**src/rtl/sdem_regs.vh**
```
// constants of the servo deviation error monitor: parameter indexes,
// field positions, reset values, defaults and setting ranges.
// assumes plain Verilog-2005; included by bare name.
`ifndef SDEM_REGS_VH
`define SDEM_REGS_VH

// parameter index on the write port
`define SDEM_IDX_SELECT     2'h0
`define SDEM_IDX_POS_LIMIT  2'h1
`define SDEM_IDX_SPD_LIMIT  2'h2
`define SDEM_IDX_TRQ_LIMIT  2'h3

// bits of the lowest digit of deviation_check_select
`define SDEM_SEL_POS_BIT    0
`define SDEM_SEL_SPD_BIT    1
`define SDEM_SEL_TRQ_BIT    2

// reset values of the four parameters
`define SDEM_SELECT_RESET   16'h0003
`define SDEM_POS_RESET      16'h0000
`define SDEM_SPD_RESET      16'h0000
`define SDEM_TRQ_RESET      16'h0064

// thresholds used while a limit still holds zero
`define SDEM_POS_DEF_CENTI  16'h0009
`define SDEM_SPD_DEFAULT    16'h0064

// legal setting ranges
`define SDEM_LIMIT_MIN      16'h0001
`define SDEM_POS_MAX        16'h03E8
`define SDEM_SPD_MAX        16'h07D0
`define SDEM_TRQ_MAX        16'h03E8

`endif

```
**src/rtl/sdem_monitor.v**
```verilog
// servo deviation error monitor with parameter staging and the
// first servo-on magnetic pole detection sequence.
// assumes all inputs synchronous to clock; rst models power cycling.
//
// How it works
// position check enabled by select bit value 1
// speed check enabled by select bit value 2
// torque check enabled by select bit value 4
// all selected checks run together
// select digit resets to 3
// position deviation over limit raises alarm, stops
// position threshold defaults to 0.09 rev
// speed deviation over limit raises control alarm
// speed threshold defaults to 100 r/min
// torque deviation over limit raises control alarm
// torque threshold defaults to 100 percent
// written parameters wait for power cycle
// select also applies on controller reset
// incremental system detects poles at first servo-on
// controller waits for servo-on status before positioning
// test-mode overload ends pole detection, servo off
// controller sends no positioning before ready
// absolute difference every cycle, alarms latch
`timescale 1ns/1ps
`default_nettype none
`include "sdem_regs.vh"

module sdem_monitor #(
  parameter COUNTS_PER_REV = 32'h64,    // position counts per revolution
  parameter POS_WIDTH      = 32
) (
  input  wire                 clock,
  input  wire                 rst,
  input  wire                 ce,
  input  wire                 storeInit,
  input  wire                 paramWrite,
  input  wire [1:0]           paramIndex,
  input  wire [15:0]          paramData,
  input  wire                 controllerReset,
  input  wire                 alarmReset,
  input  wire                 incrementalSys,
  input  wire                 testMode,
  input  wire                 servoOnCmd,
  input  wire                 poleDetectDone,
  input  wire                 overloadAlarmOne,
  input  wire                 overloadAlarmTwo,
  input  wire                 overloadWarningOne,
  input  wire                 overloadWarningTwo,
  input  wire [POS_WIDTH-1:0] modelPosition,
  input  wire [POS_WIDTH-1:0] feedbackPosition,
  input  wire [15:0]          modelSpeed,
  input  wire [15:0]          feedbackSpeed,
  input  wire [15:0]          commandTorque,
  input  wire [15:0]          feedbackTorque,
  output reg                  paramRejected_q,
  output reg  [15:0]          activeSelect_q,
  output reg                  positionDeviationAlarm_q,
  output reg                  servoControlErrorAlarm_q,
  output reg                  motorStop_q,
  output reg                  servoOnStatus_q,
  output reg                  ready_q,
  output reg                  poleDetectActive_q,
  output reg                  testEnd_q
);

  // servo sequence states; ST_POLE is entered at servo-on of an incremental system until one detection completes per power-up
  localparam [1:0] ST_OFF  = 2'b00;
  localparam [1:0] ST_POLE = 2'b01;
  localparam [1:0] ST_ON   = 2'b10;
  localparam       PW      = POS_WIDTH + 1;

  // staged copies: model the non-volatile store, so rst leaves them alone
  reg [15:0] stSelect_q;
  reg [15:0] stPos_q;
  reg [15:0] stSpd_q;
  reg [15:0] stTrq_q;
  // values in force
  reg [15:0] actPos_q;
  reg [15:0] actSpd_q;
  reg [15:0] actTrq_q;
  reg        loadPending_q;
  reg        poleDone_q;
  reg [1:0]  state_q;
  reg [1:0]  state_d;
  // set by a test-mode overload stop, cleared when the command drops
  reg        testHold_q;

  // working values of the three comparisons and the sequence
  wire        anyOverload;
  wire        testStop;
  wire        anyAlarm;
  wire        checking;
  reg  [PW-1:0] posDiff;
  reg  [PW-1:0] posMag;
  reg  [16:0]   spdDiff;
  reg  [16:0]   spdMag;
  reg  [16:0]   trqDiff;
  reg  [16:0]   trqMag;
  reg  [47:0]   posThresh;
  reg  [15:0]   spdThresh;
  reg  [15:0]   trqThresh;
  reg           writeOk;
  wire          posTrip;
  wire          spdTrip;
  wire          trqTrip;

  // range check of a write; out-of-range values are not stored
  // zero is legal for position and speed, where it selects the built-in
  // default; torque has no such escape, its default is its reset value
  always @* begin
    case (paramIndex)
      `SDEM_IDX_SELECT:    writeOk = 1'b1;
      `SDEM_IDX_POS_LIMIT: writeOk = (paramData == 16'h0000) ||
                             ((paramData >= `SDEM_LIMIT_MIN) &&
                              (paramData <= `SDEM_POS_MAX));
      `SDEM_IDX_SPD_LIMIT: writeOk = (paramData == 16'h0000) ||
                             ((paramData >= `SDEM_LIMIT_MIN) &&
                              (paramData <= `SDEM_SPD_MAX));
      default:             writeOk = (paramData >= `SDEM_LIMIT_MIN) &&
                                     (paramData <= `SDEM_TRQ_MAX);
    endcase
  end

  // parameter store; written values only land here, not in force
  // storeInit is a factory reset of the non-volatile copy; rst must not
  // touch it, or every power cycle would throw the written values away
  always @(posedge clock or posedge storeInit) begin
    if (storeInit) begin
      stSelect_q <= `SDEM_SELECT_RESET;
      stPos_q    <= `SDEM_POS_RESET;
      stSpd_q    <= `SDEM_SPD_RESET;
      stTrq_q    <= `SDEM_TRQ_RESET;
    end else if (ce && paramWrite && writeOk) begin
      if (paramIndex == `SDEM_IDX_SELECT) begin
        stSelect_q <= paramData;
      end else if (paramIndex == `SDEM_IDX_POS_LIMIT) begin
        stPos_q <= paramData;
      end else if (paramIndex == `SDEM_IDX_SPD_LIMIT) begin
        stSpd_q <= paramData;
      end else begin
        stTrq_q <= paramData;
      end
    end
  end

  // write rejection flag, one cycle per refused write
  always @(posedge clock or posedge rst) begin
    if (rst) begin
      paramRejected_q <= 1'b0;
    end else if (ce) begin
      paramRejected_q <= paramWrite && !writeOk;
    end
  end

  // values in force: defaults at power-up, staged copy one cycle later
  // limits change only here, so a running check never sees half a set;
  // a controller reset reloads the select word alone
  always @(posedge clock or posedge rst) begin
    if (rst) begin
      activeSelect_q <= `SDEM_SELECT_RESET;
      actPos_q       <= `SDEM_POS_RESET;
      actSpd_q       <= `SDEM_SPD_RESET;
      actTrq_q       <= `SDEM_TRQ_RESET;
      loadPending_q  <= 1'b1;
    end else if (ce) begin
      if (loadPending_q) begin
        activeSelect_q <= stSelect_q;
        actPos_q       <= stPos_q;
        actSpd_q       <= stSpd_q;
        actTrq_q       <= stTrq_q;
        loadPending_q  <= 1'b0;
      end else if (controllerReset) begin
        activeSelect_q <= stSelect_q;
      end
    end
  end

  // thresholds; a zero limit means the built-in default
  // limits are whole revolutions; the default is nine hundredths, so a
  // COUNTS_PER_REV below 100 rounds the default position threshold down
  always @* begin
    if (actPos_q == 16'h0000) begin
      posThresh = (COUNTS_PER_REV * {32'h0, `SDEM_POS_DEF_CENTI}) /
                  48'h64;
    end else begin
      posThresh = COUNTS_PER_REV * {32'h0, actPos_q};
    end
    spdThresh = (actSpd_q == 16'h0000) ? `SDEM_SPD_DEFAULT : actSpd_q;
    trqThresh = actTrq_q;
  end

  // absolute differences, worked every cycle
  // one extra bit keeps a full-scale signed difference from wrapping
  always @* begin
    posDiff = {modelPosition[POS_WIDTH-1], modelPosition} -
              {feedbackPosition[POS_WIDTH-1], feedbackPosition};
    posMag  = posDiff[PW-1] ? (~posDiff + {{(PW-1){1'b0}}, 1'b1})
                            : posDiff;
    spdDiff = {modelSpeed[15], modelSpeed} -
              {feedbackSpeed[15], feedbackSpeed};
    spdMag  = spdDiff[16] ? (~spdDiff + 17'h00001) : spdDiff;
    trqDiff = {commandTorque[15], commandTorque} -
              {feedbackTorque[15], feedbackTorque};
    trqMag  = trqDiff[16] ? (~trqDiff + 17'h00001) : trqDiff;
  end

  // checks only while the drive is energised and parameters are settled
  // with the servo off the feedback drifts freely and would trip at once
  assign checking = (state_q != ST_OFF) && !loadPending_q;

  // each selected check trips on its own; several may run at once
  assign posTrip = checking && activeSelect_q[`SDEM_SEL_POS_BIT] &&
                   ({{(48-PW){1'b0}}, posMag} > posThresh);
  assign spdTrip = checking && activeSelect_q[`SDEM_SEL_SPD_BIT] &&
                   (spdMag > {1'b0, spdThresh});
  assign trqTrip = checking && activeSelect_q[`SDEM_SEL_TRQ_BIT] &&
                   (trqMag > {1'b0, trqThresh});

  // latched alarms; a trip in the clearing cycle still wins
  // motorStop_q mirrors the alarm flops, so the stop drops with the clear
  always @(posedge clock or posedge rst) begin
    if (rst) begin
      positionDeviationAlarm_q <= 1'b0;
      servoControlErrorAlarm_q <= 1'b0;
      motorStop_q              <= 1'b0;
    end else if (ce) begin
      positionDeviationAlarm_q <= posTrip ||
        (positionDeviationAlarm_q && !alarmReset);
      servoControlErrorAlarm_q <= spdTrip || trqTrip ||
        (servoControlErrorAlarm_q && !alarmReset);
      motorStop_q <= posTrip || spdTrip || trqTrip ||
        ((positionDeviationAlarm_q || servoControlErrorAlarm_q) &&
         !alarmReset);
    end
  end

  // live trips count as well, so the drive drops in the tripping cycle
  assign anyAlarm    = positionDeviationAlarm_q || servoControlErrorAlarm_q ||
                       posTrip || spdTrip || trqTrip;
  assign anyOverload = overloadAlarmOne || overloadAlarmTwo ||
                       overloadWarningOne || overloadWarningTwo;

  // overload during test-mode detection ends the test and the drive
  assign testStop    = (state_q == ST_POLE) && testMode && anyOverload &&
                       !anyAlarm && servoOnCmd;

  // servo sequence: pole detection once per power-up on an incremental system, then servo-on
  // after a test-mode overload stop the drive stays off until the command
  // drops; otherwise detection would start again on the next cycle
  always @* begin
    state_d = state_q;
    case (state_q)
      ST_OFF: begin
        if (servoOnCmd && !anyAlarm && !loadPending_q &&
            !testHold_q) begin
          if (incrementalSys && !poleDone_q) begin
            state_d = ST_POLE;
          end else begin
            state_d = ST_ON;
          end
        end
      end
      ST_POLE: begin
        if (anyAlarm || !servoOnCmd) begin
          state_d = ST_OFF;
        end else if (testMode && anyOverload) begin
          state_d = ST_OFF;
        end else if (poleDetectDone) begin
          state_d = ST_ON;
        end
      end
      ST_ON: begin
        if (anyAlarm || !servoOnCmd) begin
          state_d = ST_OFF;
        end
      end
      default: state_d = ST_OFF;
    endcase
  end

  // state and status flops; status drives the controller's interlock
  // poleDone_q survives servo-off and alarms; only rst clears it
  always @(posedge clock or posedge rst) begin
    if (rst) begin
      state_q            <= ST_OFF;
      poleDone_q         <= 1'b0;
      testHold_q         <= 1'b0;
      servoOnStatus_q    <= 1'b0;
      ready_q            <= 1'b0;
      poleDetectActive_q <= 1'b0;
      testEnd_q          <= 1'b0;
    end else if (ce) begin
      state_q <= state_d;
      if (state_q == ST_POLE && state_d == ST_ON) begin
        poleDone_q <= 1'b1;
      end
      servoOnStatus_q    <= (state_d == ST_ON);
      ready_q            <= (state_d == ST_ON);
      poleDetectActive_q <= (state_d == ST_POLE);
      testEnd_q          <= testStop;
      if (testStop) begin
        testHold_q <= 1'b1;
      end else if (!servoOnCmd) begin
        testHold_q <= 1'b0;
      end
    end
  end

endmodule // sdem_monitor

`default_nettype wire

```
**config.mk**
```make
export PLATFORM = sky130hd
export DESIGN_NAME = sdem_monitor
export DESIGN_NICKNAME = d
export VERILOG_FILES = /design/src/rtl/sdem_monitor.v
export VERILOG_INCLUDE_DIRS = /design/src /design/src/rtl
export SDC_FILE = /design/constraint.sdc
export NUM_CORES = 1
export LEC_CHECK = 0
export BUFFER_PORTS_ARGS = -buffer_cell sky130_fd_sc_hd__buf_2
export CORE_MARGIN = 10
export CORE_UTILIZATION = 25
export CTS_BUF_LIST = sky130_fd_sc_hd__clkbuf_4 sky130_fd_sc_hd__clkbuf_8
export CTS_CLUSTER_SIZE = 12
export DETAILED_ROUTE_END_ITERATION = 7
export GPL_ROUTABILITY_DRIVEN = 0
export GPL_TIMING_DRIVEN = 0
export PLACE_DENSITY = 0.49
export RECOVER_POWER = 25
export SYNTH_ARGS = -nofsm -noshare
export SYNTH_HDL_FRONTEND = slang
export SYNTH_SLANG_ARGS = --single-unit
```
**constraint.sdc**
```tcl
create_clock -name clock -period 15.6 [get_ports clock]
set_clock_uncertainty 0.05 [all_clocks]
set_input_delay 0.78 -clock clock [delete_from_list [all_inputs] [get_ports clock]]
set_output_delay 0.78 -clock clock [all_outputs]
set_load 0.05 [all_outputs]
```
# Yosys cells after proc, flatten, opt, wreduce, memory -nomap -nowiden
# Index checks and enable logic that the tools add are counted.
[word_totals]
regBits = 140
input_bits = 161
[op_classes]
addsub = 6
multipliers = 1
order_cmp = 6
n_eq_ne = 7
mux = 17
bitwise_logic = 6
n_reduce_logical = 63
[ops]
columns = ["cell", "n"]
rows = [
  ["$gt A33 B48 Y1", 1],
  ["$logic_not A16 Y1", 3],
  ["$mux W16", 3],
  ["$add A17 B1 Y17 const B", 2],
  ["$gt A17 B16 Y1", 2],
  ["$mux W17", 2],
  ["$not A17 Y17", 2],
  ["$sub A16 B16 Y17", 2],
  ["$add A33 B1 Y33 const B", 1],
  ["$mux W33", 1],
  ["$not A33 Y33", 1],
  ["$sub A32 B32 Y33", 1],
  ["$logic_and A1 B1 Y1", 25],
  ["$mux W23", 1],
  ["$mul A5 B16 Y21 const A", 1],
  ["$ge A16 B1 Y1 const B", 1],
  ["$le A16 B10 Y1 const B", 1],
  ["$le A16 B11 Y1 const B", 1],
  ["$logic_or A1 B1 Y1", 16],
  ["$mux W2", 6],
  ["$reduce_and A2 Y1", 5],
  ["$reduce_and A4 Y1", 2],
  ["$logic_not A1 Y1", 7],
  ["$eq A2 B1 Y1 const B", 3],
  ["9 further kinds", 16],
]

# Logic depth before layout (Yosys ltp)
[depth]
ltp_word = 18
depth_mapped = 31
mapped_depth_nobuf = 31

# Worst setup path after synthesis
# No wires, ideal clock.
[synth_path]
path_type = "flip-flop to flip-flop"
from = "register actPos_q[2]"
to = "register motorStop_q"
setup_ns = 0.126
t_arrival_ns = 5.690
required_ns = 15.424
setup_slack_ns = 9.734
path_stages_with_launch = 31
period_less_slack_ns = 5.866
path_cell_list = "dfrtp_1 -> inv_1 -> ha_1 -> ha_1 -> inv_1 -> fa_1 -> inv_1 -> ha_1 -> nor2b_1 -> o21ai_0 -> a21boi_0 -> o21ai_0 -> a21boi_0 -> o21ai_0 -> a21boi_0 -> o21ai_0 -> a211oi_1 -> o21ai_0 -> nand3_1 -> ha_1 -> a2111oi_0 -> nand2_1 -> o22a_1 -> nor3_1 -> a21oi_1 -> nor3_1 -> a211oi_1 -> a21oi_1 -> o211a_1 -> a31oi_2 -> o32a_1"
[synth_between]
elab_chain_cells = 7
word_cells_on_any_way = 8
classes_between = "1 x mul; 1 x order compare; 1 x mux; 5 x reduce/logical"
[synth_rtl]
columns = ["item", "line", "rtl"]
rows = [
  ["from (decl)", "sdem_monitor.v:78", "reg [15:0] actPos_q;"],
  ["from (signal assigned)", "sdem_monitor.v:161", "actPos_q <= `SDEM_POS_RESET;"],
  ["from (signal assigned)", "sdem_monitor.v:168", "actPos_q <= stPos_q;"],
  ["$mul A5 B16 Y21 / $logic_not A16 Y1 (equally long branches)", "sdem_monitor.v:186, sdem_monitor.v:182", ""],
  ["$mux W23 (*)", "sdem_monitor.v:182", "if (actPos_q == 16'h0000) begin"],
  ["$gt A33 B48 Y1 (*)", "sdem_monitor.v:213", "({{(48-PW){1'b0}}, posMag} > posThresh);"],
  ["$logic_and A1 B1 Y1 (*)", "sdem_monitor.v:212", "assign posTrip = checking && activeSelect_q[`SDEM_SEL_POS_BIT] &&"],
  ["$logic_or A1 B1 Y1 (*) (3 in series)", "sdem_monitor.v:231", "motorStop_q <= posTrip || spdTrip || trqTrip ||"],
  ["to (signal assigned)", "sdem_monitor.v:231", ""],
  ["to (decl)", "sdem_monitor.v:59", "output reg motorStop_q,"],
]
# Mark *: on every way between the ends. The rest lies on a longest branch, timed or not.
# A chain may end at the register's enable or synchronous reset.

# Worst setup path after layout
# Same ends and word-level chain as after synthesis.

==> results.ini <==
[status]
status = complete, but fails checks
violations = capacitance limit, slew limit

[cts]
clock_latency_ps = 450
clockBufferDepth = 2
clockRootBuffer = clkbuf_8
clock-sinks = 140
path_clk_slew_ps = 80
cts_max_level = 4
hold_buffers = 0
cts_tree = yes
postCtsSetupBuffers = 0
cts_resized = 0
numCtsBuffers = 17

[grt]
gr-usage-all-layers_pct = 11.2
antenna_found_initial = 8
grt_pass1_wl_um = 60100
grt_pass1_vias = 12000
grt_max_degree = 65
overflow = 0

[drt]
ant_nets = 0
wl_met2_um = 18000
first_pass_iters = 5
via_per_inst = 4.75
met3_length_um = 1650
drt-wirelength-per-cell_um = 15.0
met1Wirelength_um = 16700
drtIter0Drc = 484
wirelength_um = 36900
top_layer = met5
remaining_drc_errors = 0
vias = 11700

[floorplanning]
ios = 185
dieWidth_um = 254
dieHeight_um = 254
die_area_sq_mm = 0.0646
start_util_pct = 25.4
core_sq_mm = 0.0540
rows = 85

[timing]
setup-tns-final_ps = 0
max-slew-margin-rel_pct = -143
timing.final.ws_setup_ps = 8610
max_freq_ghz = 0.143
tightestPinTransition_ps = 3650
setup_viol = 0
fin_crit_ps = 6990
period_share_pct = 44.8
maxSlewViolCount = 65
rsz0062_at_grt = false
finalHoldViolCount = 0
timing.hold.ws_ps = 314

[power]
p_sw_w = 0.000528
power_frac_seq_pct = 32.0
clockPowerShare_pct = 24.5
leakagePower_nw = 7.69
p_per_area_mw_per_mm2 = 86.6
internal_power_w = 0.000856
vdd_drop_max_mv = 0.0615
p_sw_share_pct = 38.2
combPwrFrac_pct = 43.4

[setup_path]
startpoint = actPos_q[2]
cp-start-kind = register
cp.required_ps = 15880
cp_max_fo = 9
worstPathArrival_ps = 7270
path_buf_inv = 3
endpoint_kind = register
critical_path.top_delay_family = compound AO/OA/AOI/OAI gates
cpPeakStageDelay_ps = 500
r2r_start = actPos_q[2]
path_common_cell = o21ai_0
crit_type = reg -> reg
cpMaxStageDelayCell = a2111oi_0

[synth]
synthCells = 1553
ys_top_cells_by_area = dfrtp_1 24%, ha_1 17%, mux2_2 9.2%, inv_1 5.1%, xnor2_1 3.8%
yosysMostFrequentCell = inv_1
synth_edf_count = 0
ys_seq_elements = 140
async_reset_ff_share_pct = 100
yosys.area.top_type = dfrtp_1
ys.flop_type = dfrtp_1
synth_nets = 1913
seq_area_frac_synth_pct = 25.6
yosysUniqueCellTypes = 84
syn_area_sq_mm = 0.0137
synth_top_area_share_pct = 23.5
avgSynthCellArea_sq_um = 8.83
yosys-top-cells-count = 188 x inv_1, 185 x ha_1, 129 x dfrtp_1
ys_warn_count = 0

[placement]
pre_cts_ws_ps = 8590
dp_cells = 2433
hpwl_um = 30800
port_buffers = 183

[cells_and_area]
fin_nets = 2116
drive_above_1_share_pct = 20.6
fin_cells = 2464
filler_cell_count = 5808
syn2layout_area_growth_pct = 16.5
num_antenna_cells = 0

[min_path]
hp-class = in -> async

[job]
maxCapViolCount = 1

-- power by group through the flow --
| stage | registers (W) | logic [W] | clock network, W |
|---|---|---|---|
| finish | 0.000443 | 0.000601 | 0.000340 |
| global route | 0.000450 | 0.000673 | 0.000363 |
| CTS | 0.000444 | 0.000611 | 0.000349 |
| detailed placement | 0.000451 | 0.000607 | 0 |
| global placement | 0.000449 | 0.000595 | 0 |
| floorplan | 0.000509 | 0.000383 | 0 |
-- metal layers --
layer,vias to the layer above,GRT usage (%)
met1,5542,13.8
met3,36,2.41
met2,171,19.8
met4,16,2.34
met5,-,0
li1,5933,-
-- final timing paths --
check / slack, ps / endpoint / cells past startpoint
max in group asynchronous: 11360 / actTrq_q[4] / 3
min in group clock: 430 / poleDone_q / 2
worst min register to register: 430 / poleDone_q / 2
worst max-delay path: 8610 / motorStop_q / 30
worst max register to register: 8610 / motorStop_q / 30
worst min-delay path: 310 / testEnd_q / 2
-- per-stage QoR --
stage | utilization (%) | total power (W) | cell area, sq um
6_report | 29.6 | 0.00138 | 16000
5_1_grt | 29.6 | 0.00149 | 16000
4_1_cts | 29.6 | 0.00140 | 16000
3_5_place_dp | 28.8 | 0.00106 | 15500
3_3_place_gp | 28.7 | 0.00104 | 15500
2_1_floorplan | - | 0.000892 | 13700
-- layout by cell type, fill, tap and decap left out, types with 11 or more instances in the layout --
master / instances
o21a_1: 24
xor2_1: 41
and2_1: 22
a21o_1: 35
nand4_1: 34
nor2b_1: 21
nand2b_1: 27
nor2_1: 86
dfrtp_1: 129
inv_1: 186
nand3_1: 30
xnor2_1: 60
a211oi_1: 11
ha_1: 185
nand2_1: 86
mux2_2: 112
buf_2: 184
a31oi_1: 15
clkbuf_8: 19
dfstp_2: 11
nor3_1: 25
clkbuf_1: 33
and3_1: 13
or3_1: 14
o21ai_0: 67
a21oi_1: 89
fa_1: 14
o211ai_1: 12
nor4_1: 15
-- layout make-up --
type	instances	area (sq um)	area share, %
buffer	39	159	0.994
inverter	189	713	4.46
tap	696	871	5.45
clock inverter	10	188	1.17
clock buffer	21	277	1.73
sequential	140	3520	22.0
timing repair buffer	184	920	5.75
multi-input combinational	1185	9340	58.4
-- registers in the layout, indices dropped and copies added (netlist names), 2 cells and up --
signal and count:
actPos_q 16, actSpd_q 16, actTrq_q 16, activeSelect_q 16, stPos_q 16, stSelect_q 16
stSpd_q 16, stTrq_q 16, state_q 2
-- logic make-up (layout without fill, tap and decap cells) --
kind of cell | count (synthesis) | count (layout) | synth area share, %
DFF | 140 | 140 | 25.6
AOI/OAI and AO/OA | 345 | 345 | 16.7
xor gates and xnor gates | 101 | 101 | 6.45
buffers and inverters | 228 | 443 | 6.33
muxes | 118 | 118 | 9.63
and+or+nand+nor | 422 | 422 | 16.4
adders and majority gates | 199 | 199 | 18.9
No activity file was read; power rests on OpenSTA's default activity.
